<file path="src/shared/adccc_pkg.sv">
// adccc_pkg: constants and carriers for the converter conversion control
// assumes a 50 MHz system clock; converter clock is derived by a tick divider
//
// Behaviour
// - resolution defaults to ten bits
// - resolution field 00..11 gives 6/8/10/12 bits
// - alignment 0 left, 1 right, zero padded
// - differential: input zero inverting, other non-inverting
// - reference select 1 external, 0 bandgap
// - input select 0..3 routes inputs 0..3
// - select top bit converts supply third, bandgap
// - channel from command or configuration field
// - overflow flag stored after every conversion
// - power-on cleared switches converter off
// - start by start_n rise or command
// - start at first converter tick after select high
// - single mode: one conversion then done pulse
// - start_n low or new command aborts
// - conversion takes N/2 plus three ticks
// - continuous mode repeats, pulsing done each result
// - continuous interval N/2 plus one ticks
// - converter logic paced by 500 kHz clock
// - command byte is 1100 then input select
package adccc_pkg;
   localparam int unsigned CLK_HZ = 50_000_000;
   localparam int unsigned CONV_CLK_HZ = 500_000;
   localparam int unsigned CONV_DIV = CLK_HZ / CONV_CLK_HZ;
   localparam logic [1:0] RES_RESET = 2'h2;
   localparam logic [3:0] START_CMD_OP = 4'hc;
   localparam logic [3:0] CONV_EXTRA = 4'h3;
   localparam logic [3:0] CYCLE_EXTRA = 4'h1;
   localparam int unsigned SAMPLE_W = 12;
   localparam int unsigned RESULT_W = 16;

   typedef enum logic [1:0] {
      ADCCC_IDLE = 2'b00,
      ADCCC_ARMED = 2'b01,
      ADCCC_CONV = 2'b10,
      ADCCC_WAIT = 2'b11
   } adccc_state_type;

   // configuration fields as written by the controller
   typedef struct packed {
      logic power_on;
      logic start_trigger_n;
      logic continuous_run;
      logic differential;
      logic result_alignment;
      logic reference_select;
      logic [1:0] resolution_select;
      logic [3:0] input_select;
   } adccc_cfg_type;

   // analog front-end steering
   typedef struct packed {
      logic enable;
      logic sample;
      logic [2:0] pos_input;
      logic neg_is_input0;
      logic use_ext_ref;
   } adccc_mux_type;

   function automatic logic [3:0] adccc_bits(input logic [1:0] res);
      adccc_bits = {res, 1'b0} + 4'h6;
   endfunction : adccc_bits

   function automatic logic [3:0] adccc_half(input logic [1:0] res);
      // half of 6/8/10/12 is 3/4/5/6
      adccc_half = {2'b00, res} + 4'h3;
   endfunction : adccc_half
endpackage : adccc_pkg

</file>
<file path="src/hdl/adccc_align.sv">
// adccc_align: places a raw sample into the 16-bit result word
// combinational; the caller registers the output
`timescale 1ns/1ns
`default_nettype none
module adccc_align
   import adccc_pkg::*;
(
   // sample in
   input wire logic [adccc_pkg::SAMPLE_W-1:0] i_sample,
   input wire logic [1:0] i_res,
   input wire logic i_right,
   // aligned word out
   output logic [adccc_pkg::RESULT_W-1:0] o_word
);
   logic [RESULT_W-1:0] left_word;
   logic [RESULT_W-1:0] right_word;
   logic [3:0] nbits;
   always_comb begin
      nbits = adccc_bits(i_res);
      // sample arrives msb-aligned at bit 11; trim unused low bits
      right_word = RESULT_W'(i_sample >> (4'hc - nbits));
      left_word = RESULT_W'({i_sample, 4'h0});
      left_word = left_word & ~(16'hffff >> nbits);
      o_word = i_right ? right_word : left_word;
   end
endmodule : adccc_align
`default_nettype wire

</file>
<file path="src/hdl/adccc_ctrl.sv">
// adccc_ctrl: conversion sequencing for the four-input converter
// assumes the register port decodes writes into i_cfg/i_cmd strobes and
// the analog core returns a sample and overflow bit when sampled
`timescale 1ns/1ns
`default_nettype none
module adccc_ctrl
   import adccc_pkg::*;
#(
   parameter int unsigned DIV = adccc_pkg::CONV_DIV
) (
   // clock and reset
   input wire logic i_clk,
   input wire logic i_rst_n,
   input wire logic i_ce,
   // register port side
   input wire adccc_pkg::adccc_cfg_type i_cfg,
   input wire logic i_cmd_valid,
   input wire logic [7:0] i_cmd_byte,
   input wire logic i_port_select_n,
   // analog core
   input wire logic [adccc_pkg::SAMPLE_W-1:0] i_conversion_value,
   input wire logic i_overflow,
   // results
   output logic [adccc_pkg::RESULT_W-1:0] o_conversion_result,
   output logic o_range_overflow_flag,
   output logic o_conversion_done,
   output logic o_busy,
   output adccc_pkg::adccc_mux_type o_mux
);
   typedef struct packed {
      logic [1:0] rst_sync;
      logic [7:0] div;
      logic tick;
      adccc_state_type state;
      logic [3:0] count;
      logic cmd_chan;
      logic [3:0] chan;
      logic start_n_last;
      logic [1:0] res;
      logic [RESULT_W-1:0] result;
      logic ovf;
      logic done;
      logic busy;
      adccc_mux_type mux;
   } adccc_st_type;

   adccc_st_type st_reg;
   adccc_st_type st_next;
   logic rst_q_n;
   logic trig;
   logic [RESULT_W-1:0] aligned;
   logic [3:0] sel;

   assign rst_q_n = st_reg.rst_sync[1];

   adccc_align u_align (
      .i_sample(i_conversion_value),
      .i_res(st_reg.res),
      .i_right(i_cfg.result_alignment),
      .o_word(aligned)
   );

   always_comb begin
      st_next = st_reg;
      st_next.rst_sync = {st_reg.rst_sync[0], 1'b1};
      st_next.done = 1'b0;
      st_next.mux.sample = 1'b0;
      // converter tick at 500 kHz
      st_next.tick = 1'b0;
      if (st_reg.div == 8'(DIV - 1)) begin
         st_next.div = 8'h0;
         st_next.tick = 1'b1;
      end else begin
         st_next.div = st_reg.div + 8'h1;
      end
      st_next.start_n_last = i_cfg.start_trigger_n;
      // a command byte with the start opcode is a trigger
      trig = (i_cmd_valid && i_cmd_byte[7:4] == START_CMD_OP) ||
         (i_cfg.start_trigger_n && !st_reg.start_n_last);
      if (i_cmd_valid && i_cmd_byte[7:4] == START_CMD_OP) begin
         st_next.cmd_chan = 1'b1;
         st_next.chan = i_cmd_byte[3:0];
      end else if (trig) begin
         st_next.cmd_chan = 1'b0;
      end
      sel = st_next.cmd_chan ? st_next.chan : i_cfg.input_select;
      st_next.mux.enable = i_cfg.power_on;
      st_next.mux.pos_input = sel[3] ? 3'h4 : {1'b0, sel[1:0]};
      st_next.mux.neg_is_input0 = i_cfg.differential && !sel[3];
      st_next.mux.use_ext_ref = i_cfg.reference_select && !sel[3];
      case (st_reg.state)
         ADCCC_IDLE: begin
            if (trig) begin
               st_next.state = ADCCC_ARMED;
            end
         end
         ADCCC_ARMED: begin
            // wait for the port to close and the next tick
            if (i_port_select_n && st_reg.tick) begin
               st_next.state = ADCCC_CONV;
               st_next.res = i_cfg.resolution_select;
               st_next.count = adccc_half(i_cfg.resolution_select) +
                  CONV_EXTRA;
               st_next.mux.sample = 1'b1;
            end
         end
         ADCCC_CONV: begin
            if (st_reg.tick) begin
               if (st_reg.count == 4'h1) begin
                  st_next.result = aligned;
                  st_next.ovf = i_overflow;
                  st_next.done = 1'b1;
                  if (i_cfg.continuous_run) begin
                     st_next.state = ADCCC_CONV;
                     st_next.count = adccc_half(st_reg.res) +
                        CYCLE_EXTRA;
                     st_next.mux.sample = 1'b1;
                  end else begin
                     st_next.state = ADCCC_IDLE;
                  end
               end else begin
                  st_next.count = st_reg.count - 4'h1;
               end
            end
         end
         default: begin
            st_next.state = ADCCC_IDLE;
         end
      endcase
      // abort: start_n low returns to idle, a fresh command restarts the sequence
      if (!i_cfg.start_trigger_n && st_reg.state != ADCCC_IDLE) begin
         st_next.state = ADCCC_IDLE;
      end
      if (i_cmd_valid && i_cmd_byte[7:4] == START_CMD_OP) begin
         st_next.state = ADCCC_ARMED;
      end
      if (!i_cfg.power_on) begin
         st_next.state = ADCCC_IDLE;
      end
      // busy is registered so the output comes straight from a flop
      st_next.busy = st_next.state != ADCCC_IDLE;
   end

   always_ff @(posedge i_clk or negedge i_rst_n) begin
      if (!i_rst_n) begin
         st_reg <= '0;
         st_reg.res <= RES_RESET;
         st_reg.start_n_last <= 1'b1;
      end else if (!rst_q_n) begin
         st_reg <= '0;
         st_reg.rst_sync <= {st_reg.rst_sync[0], 1'b1};
         st_reg.res <= RES_RESET;
         st_reg.start_n_last <= 1'b1;
      end else if (i_ce) begin
         st_reg <= st_next;
      end
   end

   assign o_conversion_result = st_reg.result;
   assign o_range_overflow_flag = st_reg.ovf;
   assign o_conversion_done = st_reg.done;
   assign o_busy = st_reg.busy;
   assign o_mux = st_reg.mux;

   // done lasts exactly one system cycle, result is fresh then
   done_pulse_a: assert property (@(posedge i_clk) disable iff (!rst_q_n)
      o_conversion_done && i_ce |=> !o_conversion_done)
      else $error("done pulse too long");
   done_result_a: assert property (@(posedge i_clk) disable iff (!rst_q_n)
      $rose(o_conversion_done) |-> o_conversion_result == $past(aligned))
      else $error("result not stored with done");
   off_idle_a: assert property (@(posedge i_clk) disable iff (!rst_q_n)
      !i_cfg.power_on && i_ce |=> !o_busy)
      else $error("busy while powered off");
   abort_n_a: assert property (@(posedge i_clk) disable iff (!rst_q_n)
      !i_cfg.start_trigger_n && !i_cmd_valid && i_ce |=> !o_busy)
      else $error("no abort on start low");
   supply_ref_a: assert property (@(posedge i_clk) disable iff (!rst_q_n)
      sel[3] && i_ce |=> !o_mux.use_ext_ref)
      else $error("supply uses external ref");
   cmd_arm_a: assert property (@(posedge i_clk) disable iff (!rst_q_n)
      i_cmd_valid && i_cmd_byte[7:4] == 4'hc && i_cfg.power_on && i_ce
      |=> o_busy)
      else $error("command did not arm");
   wait_port_a: assert property (@(posedge i_clk) disable iff (!rst_q_n)
      st_reg.state == ADCCC_ARMED && !i_port_select_n && i_ce
      |=> st_reg.state != ADCCC_CONV)
      else $error("started with port open");
   diff_neg_a: assert property (@(posedge i_clk) disable iff (!rst_q_n)
      i_cfg.differential && !sel[3] && i_ce |=> o_mux.neg_is_input0)
      else $error("differential not set");
   single_c: cover property (@(posedge i_clk) o_conversion_done && !i_cfg.continuous_run);
   cont_c: cover property (@(posedge i_clk) o_conversion_done && i_cfg.continuous_run);
   abort_c: cover property (@(posedge i_clk) st_reg.state == ADCCC_CONV && !i_cfg.start_trigger_n);
endmodule : adccc_ctrl
`default_nettype wire

</file>
<file path="config.mk">
export PLATFORM = sky130hd
export DESIGN_NAME = adccc_ctrl
export DESIGN_NICKNAME = d
export VERILOG_FILES = /design/src/shared/adccc_pkg.sv /design/src/hdl/adccc_align.sv /design/src/hdl/adccc_ctrl.sv
export SDC_FILE = /design/constraint.sdc
export NUM_CORES = 1
export LEC_CHECK = 0
export BUFFER_PORTS_ARGS = -buffer_cell sky130_fd_sc_hd__buf_2
export CAP_MARGIN = 20
export CORE_ASPECT_RATIO = 0.9
export CORE_MARGIN = 5
export CORE_UTILIZATION = 57
export CTS_BUF_LIST = sky130_fd_sc_hd__clkbuf_4 sky130_fd_sc_hd__clkbuf_8
export DETAILED_ROUTE_END_ITERATION = 10
export GPL_ROUTABILITY_DRIVEN = 0
export HOLD_SLACK_MARGIN = 0.06
export PLACE_DENSITY = 0.84
export SLEW_MARGIN = 20
export SYNTH_ARGS = -nofsm -noshare
export SYNTH_HDL_FRONTEND = slang
export SYNTH_SLANG_ARGS = --single-unit
</file>
<file path="constraint.sdc">
create_clock -name i_clk -period 2 [get_ports i_clk]
set_input_delay 0.4 -clock i_clk [delete_from_list [all_inputs] [get_ports i_clk]]
set_output_delay 0.4 -clock i_clk [all_outputs]
set_load 0.01 [all_outputs]
</file>
# After elaboration in Yosys (flattened, before gate mapping)
# Index checks and enable logic that the tools add are counted.
# Widths: inputs -> output; s select.
[classes]
n_addsub = 8
eq_ne = 15
n_shift = 2
n_mux = 32
bitwise_logic = 2
n_reduce_logical = 16
[ops]
columns = ["cell", "n"]
rows = [
  ["$mux 51", 2],
  ["$mux 18", 3],
  ["$and 16x16->16", 1],
  ["$mux 16", 1],
  ["$mux 2", 8],
  ["$mux 4", 4],
  ["$not 16->16", 1],
  ["$shr 12x4->16", 1],
  ["$shr 16x4->16 const A", 1],
  ["$mux 6", 2],
  ["$add 8x1->8 const B", 1],
  ["$eq 8x7->1 const B", 1],
  ["$mux 8", 1],
  ["$ne 2x1->1 const B", 4],
  ["$pmux 4 s2", 1],
  ["$mux 1", 7],
  ["$add 2x2->3 const B", 2],
  ["$logic_and 1x1->1", 6],
  ["$ne 3x3->1 const B", 2],
  ["$pmux 2 s3", 1],
  ["$reduce_and 5->1", 1],
  ["$add 3x1->4 const B", 1],
  ["$add 3x2->4 const B", 1],
  ["$add 3x3->4 const B", 1],
  ["17 further kinds", 21],
]
[totals]
ff_bits = 51
inputBits = 38

# Longest topological paths before layout
[depth]
depth_word = 12
mapped_depth = 8
depth_no_buf = 6

# Modules after synthesis
# From an unflattened synthesis, not the netlist that was laid out.
[hier_totals]
cells_unflattened = 308
area_unflattened_um2 = 2999.1
[by_module_without_submodules]
columns = ["mod", "n_inst", "cells_per_inst", "area_per_inst_um2"]
rows = [
  ["adccc_ctrl", 1, 254, 2625.0],
  ["adccc_align", 1, 54, 374.1],
]

# Worst setup path before layout
# Ideal clock, no wire load.
[synth_path]
path_kind = "register to register"
from = "register st_reg[35] in the netlist's numbering"
to = "register st_reg, in the netlist o_conversion_result[15]"
arrival_time_ns = 1.638
required_time_ns = 1.873
path_slack_ns = 0.235
stages_incl_launch_ff = 9
path_buffers = 2
synth_period_minus_slack_ns = 1.765
cell_sequence = "dfrtp_1 > inv_1 > ha_1 > or3b_1 > buf_6 > or2_4 > clkbuf_8 > nand2_1 > a21boi_0"
[synth_between]
elab_chain_cells = 3
[synth_lines]
columns = ["item", "line", "text"]
rows = [
  ["start: declaration", "adccc_ctrl.sv:47", "adccc_st_type st_reg;"],
  ["start signal: assignment", "adccc_ctrl.sv:155", "st_reg <= st_next;"],
  ["$eq 4x1->1", "adccc_ctrl.sv:109", "if (st_reg.count == 4'h1) begin"],
  ["$ne 2x1->1 (no source line)", "-", ""],
  ["$reduce_and 4->1 (no source line)", "-", ""],
]
# Every way passes these cells.
# A chain may end at the register's enable or synchronous reset.

# Worst setup path after layout
[layout_path]
from = "register st_reg[35] in the netlist's numbering"
to = "register st_reg[35] in the netlist's numbering"
[layout_between]
elab_chain_cells = 6
[layout_lines]
columns = ["item", "line", "text"]
rows = [
  ["$sub 4x1->4 or $eq 4x1->1 (tied branches)", "adccc_ctrl.sv:122, adccc_ctrl.sv:109", ""],
  ["$mux 4", "adccc_ctrl.sv:109", ""],
  ["$mux 6", "adccc_ctrl.sv:108", "if (st_reg.tick) begin"],
  ["$pmux 4 s2", "adccc_ctrl.sv:91", "case (st_reg.state)"],
  ["$mux 51", "adccc_ctrl.sv:154", "end else if (i_ce) begin"],
  ["$mux 51", "adccc_ctrl.sv:149", "end else if (!rst_q_n) begin"],
]
# Parallel ways exist; a longest one is shown, timed or not. The select of a mux whose other input is x is not followed.

==> flow_metrics.tcl <==
set metrics [dict create \
    synth_cell_types 61 \
    routedWlPerCell_um 16.6 \
    finalCriticalPeriod_ns 1.83 \
    async_flop_share_pct 100 \
    initial_utilization_pct 59.7 \
    clk_path_buf_depth 2 \
    n_antenna_cell 0 \
    cts_tree "built" \
    required_ns 2.24 \
    min_path_type "in -> async" \
    die-area_um2 7170 \
    grt_max_degree 51 \
    slew_headroom_pct 67.3 \
    vias_per_cell 5.99 \
    dpl.hpwl_um 5300 \
    fmax_mhz 547 \
    area_growth_syn_to_layout_pct 11.3 \
    vias 2622 \
    rrSetupSlack_ns 0.17 \
    ys.flop_type "dfrtp_1" \
    antenna_found_initial 0 \
    hold_violations 0 \
    post_dp_cell_area_um2 3400 \
    die_height_um 80.8 \
    max_stage_delay_ns 0.46 \
    finalCritPeriodShare_pct 91.4 \
    setup_slack_ns 0.171 \
    r2r_end "st_reg[35]$_DFFE_PN0P_" \
    startpoint "st_reg[35]$_DFFE_PN0P_" \
    fin_nets 415 \
    register_area_um2 1250 \
    rsz0062_at_grt "no" \
    final_cells 438 \
    grt_pass1_vias 2636 \
    first_iter_violations 191 \
    path_class "reg -> reg" \
    multi_input_area_um2 1620 \
    tns_ns 0 \
    port-buffer-count 61 \
    cp_cell_sequence "inv_1 > ha_2 > or3b_4 > and2_0 > o31ai_1 > a32o_1" \
    syn_nets 378 \
    ctsRootBufferMaster "clkbuf_8" \
    ys_ff_latch 50 \
    cts_sinks 50 \
    largest_reg_flops 22 \
    start_kind "flop" \
    slowest_stage "or3b_4" \
    leakagePower_nw 1.65 \
    h-tree-depth 2 \
    overflow 0 \
    drv_slew 0 \
    status "complete, no violations" \
    die_w_um 88.7 \
    r2r-start "st_reg[35]$_DFFE_PN0P_" \
    final_cell_mix "buf_2 (61), dfrtp_1 (48), nand2_1 (37), mux2i_1 (18), nand3_1 (17)" \
    fillCellCount 434 \
    drc 0 \
    dp_slack_ns 0.0327 \
    reg2regPathDepth 6 \
    io_pins 64 \
    grt_pass1_wl_um 12200 \
    power_density_nw_per_um2 629 \
    postCtsSetupBuffers 0 \
    drive_gt1_share_pct 27.0 \
    drtPass1Iterations 4 \
    placed_cells 430 \
    drtAntennaViolNets 0 \
    worstMarginPinSlew_ns 0.488 \
    core_area_um2 5320 \
    seq_area_frac_synth_pct 39.5 \
    critical_path.max_fanout 8 \
    synth_cells 333 \
    peakVddDrop_mv 0.458 \
    wl_um 7250 \
    design_area_um2 3530 \
    insertion_delay_ns 0.31 \
    yosys_warnings 0 \
    clkTransAtPathRegs_ns 0.09 \
    setup_viol 0 \
    final_common_cell "buf_2" \
    drv_cap 0 \
    cts_buffers 5 \
    rows 25 \
    skew_ns 0.00930 \
    track_usage_pct 21.7 \
    synth_edf_count 0 \
    synth_area_um2 3180 \
    avgSynthCellArea_um2 9.54 \
    end_kind "flop" \
    crit_arrival_ns 2.07 \
]
==> how the worst max path moves through the flow <==
stage | depth (start not counted) | slack (ns) | end
3_5_place_dp | 6 | 0.03 | o_conversion_result[8]$_DFFE_PN0P_
2_1_floorplan | 8 | 0.23 | o_conversion_result[15]$_DFFE_PN0P_
5_1_grt | 6 | 0.03 | o_mux[5]$_DFFE_PN0N_
3_3_place_gp | 6 | 0.14 | st_reg[39]$_DFFE_PN0N_
4_1_cts | 6 | 0.02 | o_conversion_result[8]$_DFFE_PN0P_
6_report | 6 | 0.17 | st_reg[35]$_DFFE_PN0P_
==> through the flow <==
stage,util [%],hold slack [ns],total power [W]
6_report,66.4,0.0660,0.00222
4_1_cts,66.1,0.0814,0.00224
3_5_place_dp,63.9,0.410,0.00151
5_1_grt,66.4,0.0874,0.00232
3_3_place_gp,63.9,0.410,0.00148
2_1_floorplan,-,0.104,0.00137
==> area by class of cell <==
| type | instances | share of cell area [%] |
|---|---|---|
| repair buffers | 74 | 12.1 |
| clock inverters | 1 | 0.850 |
| flip-flops and latches | 50 | 35.5 |
| multi-input cells | 231 | 46.0 |
| clock buffers | 7 | 2.37 |
| well taps | 67 | 2.37 |
| inverters | 8 | 0.850 |
==> layer usage <==
| layer | vias up | global-route usage, % | wire [um] | share of wire, % |
|---|---|---|---|---|
| met2 | 63 | 35.3 | 3660 | 51 |
| met5 | - | 0 | 0 | 0 |
| li1 | 1259 | - | - | - |
| met1 | 1292 | 28.8 | 3120 | 43 |
| met3 | 8 | 3.35 | 383 | 5.3 |
| met4 | 0 | 8.91 | 81 | 1.1 |
==> cells in the mapped netlist (all sizes together) (5+ instances only) <==
master,count,area share (%)
buf,35,7.7
and3,5,0.99
and2,5,0.99
a21boi,11,2.7
nand4,6,1.2
nand3,17,2.7
clkbuf,9,1.4
inv,8,0.95
nand2b,9,1.8
mux2i,18,5.7
nor2b,14,2.8
nand3b,5,1.2
nor2,8,1.2
dfrtp,48,38
nand2,37,4.4
o21ai,16,2.5
a21oi,10,1.6
ha,7,2.8
==> kinds of logic (layout without fill, tap and decap cells) <==
kind of cell | count (synthesis) | count (layout) | synth area share [%]
AOI/OAI and AO/OA | 76 | 76 | 17.1
xor gates and xnor gates | 1 | 1 | 0.276
adders and majority gates | 7 | 7 | 2.76
buffers and inverters | 52 | 90 | 10.0
DFF | 50 | 50 | 39.5
muxes | 24 | 24 | 8.51
and+or+nand+nor | 123 | 123 | 21.8
==> report_power, final <==
part | switching [W] | leakage, nW | internal (W)
Sequential | 0.0000834 | 0.662 | 0.00108
Clock | 0.000323 | 0.0593 | 0.000402
Combinational | 0.000178 | 0.926 | 0.000158
Total | 0.000585 | 1.65 | 0.00164
==> critical path: cells and delay by family (launching register included) <==
family,cells,cell delay [ns]
fa+ha+maj,1,0.21
compound gates,2,0.42
simple gates,2,0.65
buf+inv,1,0.09
flops,1,0.41
==> what timing repair did <==
item,4_1_cts,5_1_grt
resized for setup,0,5
endpoints found under the setup margin,0,21
hold buffers,0,0
endpoints found under the hold margin,0,0
Power figures use the tool's default switching activity.
